**src/rtl/pwr_ctrl_defs.vh**
```
// Offsets, field positions, reset values and timing counts of the block
`ifndef PWR_CTRL_DEFS_VH
`define PWR_CTRL_DEFS_VH

`define FRAME_BITS 16
`define ADDR_HI 14
`define ADDR_LO 11
`define DAC_WRITE_BIT 15
`define DAC_CH_HI 14
`define DAC_CH_LO 12
`define DAC_DATA_BITS 12

`define ADDR_READBACK_LOAD 4'h7
`define ADDR_POWER_REF 4'hb
`define ADDR_SOFT_RESET 4'hf

`define GLOBAL_PD_BIT 10
`define REF_EN_BIT 9
`define PD_HI 7
`define PD_LO 0

`define RB_EN_BIT 6
`define RB_SEL_HI 5
`define RB_SEL_LO 2
`define LOAD_MODE_HI 1
`define LOAD_MODE_LO 0

`define RB_NOP 4'h0
`define RB_DAC 4'h1
`define RB_ADC_SEQ 4'h2
`define RB_GP_CTRL 4'h3
`define RB_ADC_PINS 4'h4
`define RB_DAC_PINS 4'h5
`define RB_PULL_DOWN 4'h6

`define LOAD_DIRECT 2'h0
`define LOAD_HOLD 2'h1
`define LOAD_COPY_ALL 2'h2

`define PD_RESET 8'h00
`define GLOBAL_PD_RESET 1'b0
`define REF_EN_RESET 1'b0
`define LOAD_MODE_RESET 2'h0
`define RB_SEL_RESET 4'h0

`define MCLK_PERIOD_NS 100
`define RESET_TIME_US 250
`define RESET_CYCLES ((`RESET_TIME_US * 1000) / `MCLK_PERIOD_NS)

`endif

```
**src/rtl/pin_sync.v**
```verilog
// Two-flop synchroniser for inputs from outside the mclk domain
`timescale 1ns/1ps
module pin_sync #(
    parameter WIDTH = 1,
    parameter [WIDTH-1:0] RST_VAL = {WIDTH{1'b0}}
) (
    input wire mclk,
    input wire rst_n,
    input wire ce,
    input wire [WIDTH-1:0] async_in,
    output reg [WIDTH-1:0] sync_out
);
    reg [WIDTH-1:0] meta_r;

    // First stage feeds only the second
    always @(posedge mclk or negedge rst_n) begin
        if (!rst_n) begin
            meta_r <= RST_VAL;
            sync_out <= RST_VAL;
        end else if (ce) begin
            meta_r <= async_in;
            sync_out <= meta_r;
        end
    end
endmodule // pin_sync

```
**src/rtl/power_reset_readback_ctrl.v**
```verilog
// Power-down, reset, readback and load-mode control behind the serial port
//
// What this block does
// - Channel power-down bit acts only on DACs
// - Powered-down DAC output goes three-state
// - Returning channel resumes its previous output
// - Reference enable defaults off; set powers up
// - ADC off when no pin is ADC
// - Global power-down stops reference, DACs, ADC
// - Software reset restores all control defaults, DAC codes
// - Reset completes within 250 us; writes dropped
// - Reset pin falling edge equals software reset
// - Readback enable shifts register on next transfer
// - Readback enable self-clears after that transfer
// - Load-mode bits apply on every write
// - Select field picks the readback source
// - Mode 00 copies input to DAC immediately
// - Mode 01 holds data in input registers
// - Mode 10 copies all inputs, updates together
`timescale 1ns/1ps
`include "pwr_ctrl_defs.vh"
module power_reset_readback_ctrl #(
    parameter CHANNELS = 8,
    parameter DAC_BITS = `DAC_DATA_BITS,
    parameter RESET_CYCLES = `RESET_CYCLES
) (
    input wire mclk,
    input wire rst_n,
    input wire ce,
    input wire sclk,
    input wire sync_n,
    input wire sdi,
    output reg sdo,
    output reg sdo_oe,
    input wire reset_pin_n,
    input wire [CHANNELS-1:0] pin_is_dac,
    input wire [CHANNELS-1:0] pin_is_adc,
    input wire [15:0] adc_seq_word,
    input wire [15:0] gp_ctrl_word,
    input wire [15:0] adc_pins_word,
    input wire [15:0] dac_pins_word,
    input wire [15:0] pull_down_word,
    output reg [CHANNELS*DAC_BITS-1:0] dac_code,
    output wire [CHANNELS-1:0] dac_channel_power_down,
    output wire [CHANNELS-1:0] dac_out_tristate,
    output wire ref_enable,
    output wire adc_power_up,
    output reg [1:0] dac_load_mode,
    output reg readback_pending,
    output reg reset_busy
);
    localparam CNT_W = 16;

    wire sclk_s;
    wire sync_s;
    wire sdi_s;
    wire rpin_s;
    reg sclk_d;
    reg sync_d;
    reg rpin_d;
    reg [4:0] bit_cnt_r;
    reg [14:0] shift_in_r;
    reg [15:0] shift_out_r;
    reg rb_active_r;
    reg [CHANNELS-1:0] pd_r;
    reg global_pd_r;
    reg ref_en_r;
    reg [3:0] rb_sel_r;
    reg [2:0] last_ch_r;
    reg [CHANNELS*DAC_BITS-1:0] dac_input_r;
    reg [CNT_W-1:0] rst_cnt_r;
    integer i;

    pin_sync #(.WIDTH(4), .RST_VAL(4'b1110)) u_sync (
        .mclk(mclk),
        .rst_n(rst_n),
        .ce(ce),
        .async_in({sync_n, reset_pin_n, sdi, sclk}),
        .sync_out({sync_s, rpin_s, sdi_s, sclk_s})
    );

    wire sclk_fall = sclk_d & ~sclk_s;
    wire frame_start = sync_d & ~sync_s;
    wire rpin_fall = rpin_d & ~rpin_s;
    wire bit_take = sclk_fall & ~sync_s & (bit_cnt_r < 5'd16);
    wire frame_done = bit_take & (bit_cnt_r == 5'd15);
    wire [15:0] word = {shift_in_r, sdi_s};
    wire [3:0] addr = word[`ADDR_HI:`ADDR_LO];
    // Writes during the reset interval are dropped
    wire wr_ok = frame_done & ~reset_busy & ~word[`DAC_WRITE_BIT];
    wire wr_dac = frame_done & ~reset_busy & word[`DAC_WRITE_BIT];
    wire wr_power = wr_ok & (addr == `ADDR_POWER_REF);
    wire wr_rb = wr_ok & (addr == `ADDR_READBACK_LOAD);
    wire wr_soft_rst = wr_ok & (addr == `ADDR_SOFT_RESET);
    wire start_reset = wr_soft_rst | rpin_fall;
    wire [2:0] wr_ch = word[`DAC_CH_HI:`DAC_CH_LO];

    // Readback word for the selected source
    function [15:0] rb_word;
        input [3:0] sel;
        input [2:0] ch;
        input [CHANNELS*DAC_BITS-1:0] codes;
        begin
            case (sel)
                `RB_DAC: rb_word = {1'b1, ch,
                    codes[ch*DAC_BITS +: DAC_BITS]};
                `RB_ADC_SEQ: rb_word = adc_seq_word;
                `RB_GP_CTRL: rb_word = gp_ctrl_word;
                `RB_ADC_PINS: rb_word = adc_pins_word;
                `RB_DAC_PINS: rb_word = dac_pins_word;
                `RB_PULL_DOWN: rb_word = pull_down_word;
                default: rb_word = 16'h0000;
            endcase
        end
    endfunction

    // Edge detectors and serial shifter
    always @(posedge mclk or negedge rst_n) begin
        if (!rst_n) begin
            sclk_d <= 1'b0;
            sync_d <= 1'b1;
            rpin_d <= 1'b1;
            bit_cnt_r <= 5'd0;
            shift_in_r <= 15'h0000;
            shift_out_r <= 16'h0000;
            rb_active_r <= 1'b0;
            sdo <= 1'b0;
            sdo_oe <= 1'b0;
        end else if (ce) begin
            sclk_d <= sclk_s;
            sync_d <= sync_s;
            rpin_d <= rpin_s;
            sdo <= shift_out_r[15];
            sdo_oe <= ~sync_s;
            if (frame_start) begin
                bit_cnt_r <= 5'd0;
                shift_in_r <= 15'h0000;
                rb_active_r <= readback_pending;
                if (readback_pending) begin
                    shift_out_r <= rb_word(rb_sel_r, last_ch_r, dac_code);
                end else begin
                    shift_out_r <= 16'h0000;
                end
            end else if (bit_take) begin
                bit_cnt_r <= bit_cnt_r + 5'd1;
                shift_in_r <= word[14:0];
                shift_out_r <= {shift_out_r[14:0], 1'b0};
                if (frame_done) begin
                    rb_active_r <= 1'b0;
                end
            end
        end
    end

    // Reset interval timer
    always @(posedge mclk or negedge rst_n) begin
        if (!rst_n) begin
            rst_cnt_r <= {CNT_W{1'b0}};
            reset_busy <= 1'b0;
        end else if (ce) begin
            if (start_reset) begin
                rst_cnt_r <= RESET_CYCLES[CNT_W-1:0] - 1'b1;
                reset_busy <= 1'b1;
            end else if (reset_busy) begin
                if (rst_cnt_r == {CNT_W{1'b0}}) begin
                    reset_busy <= 1'b0;
                end else begin
                    rst_cnt_r <= rst_cnt_r - 1'b1;
                end
            end
        end
    end

    // Control registers
    always @(posedge mclk or negedge rst_n) begin
        if (!rst_n) begin
            pd_r <= `PD_RESET;
            global_pd_r <= `GLOBAL_PD_RESET;
            ref_en_r <= `REF_EN_RESET;
            dac_load_mode <= `LOAD_MODE_RESET;
            rb_sel_r <= `RB_SEL_RESET;
            readback_pending <= 1'b0;
            last_ch_r <= 3'd0;
            dac_input_r <= {CHANNELS*DAC_BITS{1'b0}};
            dac_code <= {CHANNELS*DAC_BITS{1'b0}};
        end else if (ce) begin
            if (start_reset) begin
                pd_r <= `PD_RESET;
                global_pd_r <= `GLOBAL_PD_RESET;
                ref_en_r <= `REF_EN_RESET;
                dac_load_mode <= `LOAD_MODE_RESET;
                rb_sel_r <= `RB_SEL_RESET;
                readback_pending <= 1'b0;
                last_ch_r <= 3'd0;
                dac_input_r <= {CHANNELS*DAC_BITS{1'b0}};
                dac_code <= {CHANNELS*DAC_BITS{1'b0}};
            end else begin
                if (wr_power) begin
                    pd_r <= word[`PD_HI:`PD_LO];
                    global_pd_r <= word[`GLOBAL_PD_BIT];
                    ref_en_r <= word[`REF_EN_BIT];
                end
                // Readback end clears; a new request in that frame wins
                if (wr_rb && word[`RB_EN_BIT]) begin
                    readback_pending <= 1'b1;
                    rb_sel_r <= word[`RB_SEL_HI:`RB_SEL_LO];
                end else if (frame_done && rb_active_r) begin
                    readback_pending <= 1'b0;
                end
                if (wr_rb) begin
                    dac_load_mode <= word[`LOAD_MODE_HI:`LOAD_MODE_LO];
                    if (word[`LOAD_MODE_HI:`LOAD_MODE_LO] ==
                            `LOAD_COPY_ALL) begin
                        dac_code <= dac_input_r;
                    end
                end
                if (wr_dac) begin
                    last_ch_r <= wr_ch;
                    dac_input_r[wr_ch*DAC_BITS +: DAC_BITS] <=
                        word[DAC_BITS-1:0];
                    if (dac_load_mode == `LOAD_DIRECT) begin
                        dac_code[wr_ch*DAC_BITS +: DAC_BITS] <=
                            word[DAC_BITS-1:0];
                    end
                end
            end
        end
    end

    // Codes stay held while powered down, so the output comes back as before
    assign dac_channel_power_down =
        (pd_r | {CHANNELS{global_pd_r}}) & pin_is_dac;
    assign dac_out_tristate = dac_channel_power_down;
    assign ref_enable = ref_en_r & ~global_pd_r;
    assign adc_power_up = (|pin_is_adc) & ~global_pd_r;
endmodule // power_reset_readback_ctrl

```
**config.mk**
```make
export PLATFORM = sky130hd
export DESIGN_NAME = power_reset_readback_ctrl
export DESIGN_NICKNAME = d
export VERILOG_FILES = /design/src/rtl/pin_sync.v /design/src/rtl/power_reset_readback_ctrl.v
export VERILOG_INCLUDE_DIRS = /design/src /design/src/rtl
export SDC_FILE = /design/constraint.sdc
export NUM_CORES = 1
export LEC_CHECK = 0
export BUFFER_PORTS_ARGS = -buffer_cell sky130_fd_sc_hd__buf_2
export CORE_MARGIN = 8
export CORE_UTILIZATION = 29
export CTS_CLUSTER_DIAMETER = 30
export CTS_CLUSTER_SIZE = 10
export DETAILED_ROUTE_END_ITERATION = 8
export GPL_ROUTABILITY_DRIVEN = 0
export HOLD_SLACK_MARGIN = 0.08
export PLACE_DENSITY_LB_ADDON = 0.15
export SLEW_MARGIN = 20
export SYNTH_ARGS = -nofsm -noshare
export SYNTH_HDL_FRONTEND = slang
export SYNTH_SLANG_ARGS = --single-unit
```
**constraint.sdc**
```tcl
create_clock -name mclk -period 4.3 [get_ports mclk]
set_clock_uncertainty 0.1 [all_clocks]
set_input_delay 1.075 -clock mclk [delete_from_list [all_inputs] [get_ports mclk]]
set_output_delay 1.075 -clock mclk [all_outputs]
set_load 0.05 [all_outputs]
```
## Word level (Yosys, flattened, before mapping)

Cells that the tools add are included.

| word-level totals | value |
|---|---|
| bits of input ports | 103 |
| register bits | 279 |
| output and inout bits | 120 |

| operators by class | value |
|---|---|
| muxes and demuxes | 43 |
| reduce and logical (&&, ||, !) cells | 21 |
| $add $sub $neg | 3 |
| $lt $le $gt $ge | 1 |
| shift-type cells | 3 |
| multipliers | 2 |
| equal/unequal tests | 12 |
| bitwise operators | 23 |

Operator list:

| operator | number |
|---|---|
| 96-bit two-way mux | 9 |
| 96-bit bitwise mux | 2 |
| 16-bit two-way mux | 6 |
| 16-bit case mux with 6 select lines | 1 |
| 12-bit by 34-bit variable shift with 96-bit output (first input constant) | 1 |
| 12-bit by 34-bit indexed part select with 96-bit output | 1 |
| 96-bit by 8-bit indexed part select with 12-bit output | 1 |
| 7-bit negation with 34-bit output | 1 |
| 15-bit two-way mux | 2 |
| 4-bit by 3-bit == test with 1-bit output (second input constant) | 4 |
| 16-bit zero test | 1 |
| 8-bit two-way mux | 2 |
| 16-bit by 1-bit subtractor with 16-bit output (second input constant) | 1 |
| 1-bit bitwise AND | 14 |
| 2-bit nonzero test | 7 |
| 1-bit two-way mux | 13 |
| 2-bit AND reduction | 6 |
| 3-bit by 2-bit multiplier with 5-bit output (second input constant) | 2 |
| 5-bit two-way mux | 2 |
| 8-bit bitwise AND | 1 |
| 4-bit by 2-bit == test with 1-bit output (second input constant) | 2 |
| 4-bit == test (second input constant) | 2 |
| 4-bit two-way mux | 2 |
| 8-bit bitwise OR | 1 |
| other kinds (15) | 24 |

## Depth between registers and ports, before layout

| depth | value |
|---|---|
| depth after elaboration | 15 |
| depth in mapped cells | 16 |

## Cells and area by module

From an unflattened synthesis, not the netlist that was laid out.

| second synthesis, totals | value |
|---|---|
| cells, all modules | 1602 |
| area, all modules | 16334.4 um^2 |

By module, submodules not included:

| module | cells each | instances | area each (um^2) |
|---|---|---|---|
| power_reset_readback_ctrl | 1585 | 1 | 15995.3 |
| pin_sync | 17 | 1 | 339.1 |

## Worst setup path before layout

OpenSTA, ideal clock, no wires.

| timing | value |
|---|---|
| path type | reg2reg |
| start point | register shift_in_r[11] |
| end point | register dac_input_r[36] |
| path slack | 850 ps |
| arrival | 3228 ps |
| cell stages (with the launch flop) | 13 |
| required time | 4078 ps |
| cell sequence | dfrtp_1 > buf_2 > buf_4 > buf_2 > buf_2 > inv_1 > ha_1 > clkbuf_1 > nor4_1 > o21ai_0 > a2111oi_1 > o21ai_0 > a32o_1 |

| on the way | value |
|---|---|
| cells in the longest elaborated chain, start to end | 6 |
| elaborated cells between the ends (all ways) | 12 |

RTL lines:

| what | RTL line | source |
|---|---|---|
| start: declaration | power_reset_readback_ctrl.v:62 | `reg [14:0] shift_in_r;` |
| start signal: assignment | power_reset_readback_ctrl.v:146 | `shift_in_r <= word[14:0];` |
| 3-bit by 2-bit multiplier with 5-bit output | power_reset_readback_ctrl.v:219 | `dac_input_r[wr_ch*DAC_BITS +: DAC_BITS] <=` |
| 7-bit negation with 34-bit output | power_reset_readback_ctrl.v:220 | `word[DAC_BITS-1:0];` |
| 12-bit by 34-bit indexed part select with 96-bit output or 12-bit by 34-bit variable shift with 96-bit output (tied branches) | power_reset_readback_ctrl.v:219 |  |
| 96-bit bitwise mux | power_reset_readback_ctrl.v:219 |  |
| 96-bit two-way mux | power_reset_readback_ctrl.v:217 | `if (wr_dac) begin` |
| 96-bit two-way mux | power_reset_readback_ctrl.v:187 | `if (start_reset) begin` |
| end signal: assignment | power_reset_readback_ctrl.v:184 | `dac_input_r <= {CHANNELS*DAC_BITS{1'b0}};` |
| end signal: assignment | power_reset_readback_ctrl.v:195 | `dac_input_r <= {CHANNELS*DAC_BITS{1'b0}};` |
| end signal: indexed assignment | power_reset_readback_ctrl.v:219 |  |
| end: declaration | power_reset_readback_ctrl.v:70 | `reg [CHANNELS*DAC_BITS-1:0] dac_input_r;` |

Several ways; a longest one is shown, not always the timed one. The select of a mux whose other input is x is not followed.
A chain may end at the register's enable or synchronous reset.

## Worst setup path in the final report

| timing | value |
|---|---|
| start point | register shift_in_r[12] |
| end point | register dac_code[18] |

| on the way | value |
|---|---|
| cells in the longest elaborated chain, start to end | 9 |
| elaborated cells between the ends (all ways) | 16 |

RTL lines:

| what | RTL line | source |
|---|---|---|
| branches (longest 8 deep; another with 7-bit negation with 34-bit output) | n/a |  |
| 96-bit two-way mux (*) | power_reset_readback_ctrl.v:187 |  |
| end signal: assignment | power_reset_readback_ctrl.v:185 | `dac_code <= {CHANNELS*DAC_BITS{1'b0}};` |
| end signal: assignment | power_reset_readback_ctrl.v:196 | `dac_code <= {CHANNELS*DAC_BITS{1'b0}};` |
| end signal: indexed assignment | power_reset_readback_ctrl.v:222 | `dac_code[wr_ch*DAC_BITS +: DAC_BITS] <=` |
| end: declaration | power_reset_readback_ctrl.v:43 | `output reg [CHANNELS*DAC_BITS-1:0] dac_code,` |

Every way passes the cells marked *. The select of a mux whose other input is x is not followed.

==> results.toml <==
[outcome]
status = "finished, final reports clean"

[flow_run]
drv_cap = 0

[routing]
dr.pass1.iters = 6
num_vias = 14500
postRouteAntennaNets = 0
remaining_drc_errors = 0
vias_per_cell = 5.75
drt_iter0_drc = 1402
routed_wl_mm = 67.9
wl_per_cell_um = 27.0

[logic_synthesis]
synth_area_leaders = "dfrtp_1 43%, mux2i_1 6.8%, a22o_1 6.7%"
synth_edf_count = 0
syn_avg_cell_area_sq_um = 10.5
ys_seq_area_share_pct = 44.0
syn-num-nets = 1632
yosys-top-cells-count = "271 x dfrtp_1, 141 x nand2_1, 121 x a22o_1, 108 x mux2i_1, 101 x nor2_1"
synth.most_common_cell = "dfrtp_1"
syn_area_sq_um = 15900
ys_warn_count = 0
synth_cell_type_count = 82
netlist.area_leader.share_pct = 42.7
yosys.area.top_type = "dfrtp_1"
ys.flop_type = "dfrtp_1"
syn_inst = 1517
synthArstFlopShare_pct = 100
ys_ff_latch = 279

[sta]
slew_viol_final = 0
hold_ws_ps = 377
final_hold_viol_count = 0
setup_viol = 0
layout_setup_ws_ps = 198
min_period_over_period_pct = 95.4
setup_tns_ps = 0
worst_slew_pin_slew_ps = 940
grt_setup_unrepaired = "no"
fmax_mhz = 244
relSlewSlack_pct = 36.8
min_period_ps = 4100

[placement]
post-dp-hpwl_mm = 49.7
place_inst = 2381
place_ws_ps = 151
place.port_buffers = 222

[layout]
fin_nets = 1870
stdcell_count = 2514
fin_util_pct = 37.2
final_layout_size_suffix_gt1_share_pct = 28.1
n_fill_cell = 5440
syn_to_final_growth_pct = 27.8

[pwr]
p_per_area_nw_per_um2 = 437
p_comb_share_pct = 6.8
clkPwrFrac_pct = 62.0
leakage_nw = 8.98
power.internal_w = 0.00671
p_seq_share_pct = 31.2
p_switching_w = 0.00218
swShare_pct = 24.5
ir_drop_uv = 233

[global_route]
overflow = 0
grt_antenna_before_repair = 4
track_usage_pct = 21.2
grt_pass1_vias = 14500
grt_pass1_wl_mm = 101
grt_max_degree = 96

[die]
dieArea_sq_um = 62600
io_pins = 223
rows = 86
die_w_um = 250
coreArea_sq_um = 54700
initial_utilization_pct = 29.1
die_y_um = 250

[setup_path]
crit_type = "register to register"
cp.required_ps = 4670
reg2reg_slack_ps = 200
critPathArrivalTime_ps = 4470
end_kind = "register"
crit_path_max_fanout = 9
cp-start-kind = "register"

[cts]
cts-root-buf = "clkbuf_16"
clk_latency_ps = 600
cts.sinks = 279
cts_setup_buffers = 0
hold_buffers = 0
htreeDepth = 3
clock_path_buffers = 3
cts_tree = "done"
clk_pin_slew_ps = 50
cts_made_buffers = 76

[min_path]
hold_path_class = "input port to async pin"
## repair_timing
| item | CTS | global route |
|---|---|---|
| resized for setup | 0 | 2 |
| endpoints found under the setup margin | 0 | 14 |
| endpoints found under the hold margin | 0 | 0 |
## layer usage
layer  global-route usage (%)  part of all wire, %  vias to the layer above
met2                     32.4                   45                      620
met5                        0                0.050                        -
met3                     5.14                  8.2                      136
met4                     7.00                  2.8                        4
li1                         -                    -                     6337
met1                     29.1                   44                     7365
## sequential cells by signal (all words and copies together), names as in the netlist, 4 cells and up
register	cells
dac_input_r	96
shift_out_r	16
pd_r	8
shift_in_r	15
u_sync.meta_r	4
rst_cnt_r	16
u_sync.sync_out	4
bit_cnt_r	5
rb_sel_r	4
dac_code	96
## power groups by stage
stage	combinational, W	clock (W)	sequential [W]
global route	0.000654	0.00576	0.00278
CTS	0.000601	0.00560	0.00277
finish	0.000601	0.00551	0.00277
global placement	0.000593	0	0.00281
floorplan	0.000335	0	0.00278
detailed placement	0.000598	0	0.00281
## layout by cell type, fill, tap and decap left out, types with 10 or more instances in the layout
cell | synthesis | layout
a221o_1 | 35 | 35
clkinv_2 | 0 | 15
mux4_2 | 24 | 24
a21oi_1 | 44 | 44
o2bb2ai_1 | 35 | 35
nor2_1 | 101 | 98
and2_1 | 10 | 10
a22o_1 | 121 | 121
o21a_1 | 13 | 13
clkbuf_16 | 0 | 76
ha_1 | 11 | 11
mux2_2 | 53 | 53
nand2_1 | 141 | 139
a22oi_1 | 20 | 20
a31oi_1 | 24 | 24
nand2b_1 | 16 | 16
o21ai_0 | 62 | 62
a222oi_1 | 19 | 19
mux2i_1 | 108 | 108
inv_1 | 36 | 36
nand4_1 | 15 | 15
and3_1 | 17 | 17
nor3_1 | 21 | 18
xor2_1 | 14 | 14
clkbuf_1 | 64 | 13
dfrtp_1 | 271 | 269
o22ai_1 | 19 | 19
nand3_1 | 33 | 33
buf_4 | 10 | 39
nor2b_1 | 10 | 10
o211ai_1 | 14 | 14
buf_2 | 14 | 221
## worst max-delay path: stages (launching register included)
cell and delay (ps):
dfrtp_1 480, ha_1 340, fa_1 480, buf_4 190, nor3_2 380, xnor2_1 460
nand2_1 610, nor2_1 570, mux2i_1 140, a22o_1 230
## final timing paths
check,from,end,depth (start not counted)
worst max-delay path,shift_in_r[12],dac_code[18],9
worst min-delay path,rst_n,pd_r[0],1
worst max register to register,shift_in_r[12],dac_code[18],9
worst min register to register,dac_input_r[44],dac_input_r[44],2
max in group asynchronous,rst_n,dac_code[80],2
min in group mclk,dac_input_r[44],dac_input_r[44],2
## cell type report
type | instances | area (sq um) | share of cell area [%]
Sequential cell | 279 | 6990 | 34.4
Clock buffer | 97 | 2060 | 10.1
Tap cell | 704 | 881 | 4.34
Timing Repair Buffer | 266 | 1510 | 7.45
Antenna cell | 1 | 2.50 | 0.0123
Multi-Input combinational cell | 1095 | 8300 | 40.8
Clock inverter | 35 | 432 | 2.12
Inverter | 37 | 139 | 0.684
## through the flow
stage / cell area, sq um / total power (W)
2_1_floorplan: 15900 / 0.00312
3_3_place_gp: 17800 / 0.00340
3_5_place_dp: 17800 / 0.00341
4_1_cts: 20300 / 0.00898
5_1_grt: 20300 / 0.00920
6_report: 20300 / 0.00888
## cells by family (layout without fill, tap and decap cells)
logic type / after synthesis / count (layout) / synth area share [%]
AOI/OAI and AO/OA: 460 / 460 / 22.2
and+or+nand+nor: 416 / 416 / 13.2
DFF: 279 / 279 / 44.0
muxes: 185 / 185 / 14.0
buffers and inverters: 143 / 435 / 4.34
xor gates and xnor gates: 22 / 22 / 1.35
adders and majority gates: 12 / 12 / 0.991
other: 0 / 1 / 0
Power figures use the tool's default switching activity.
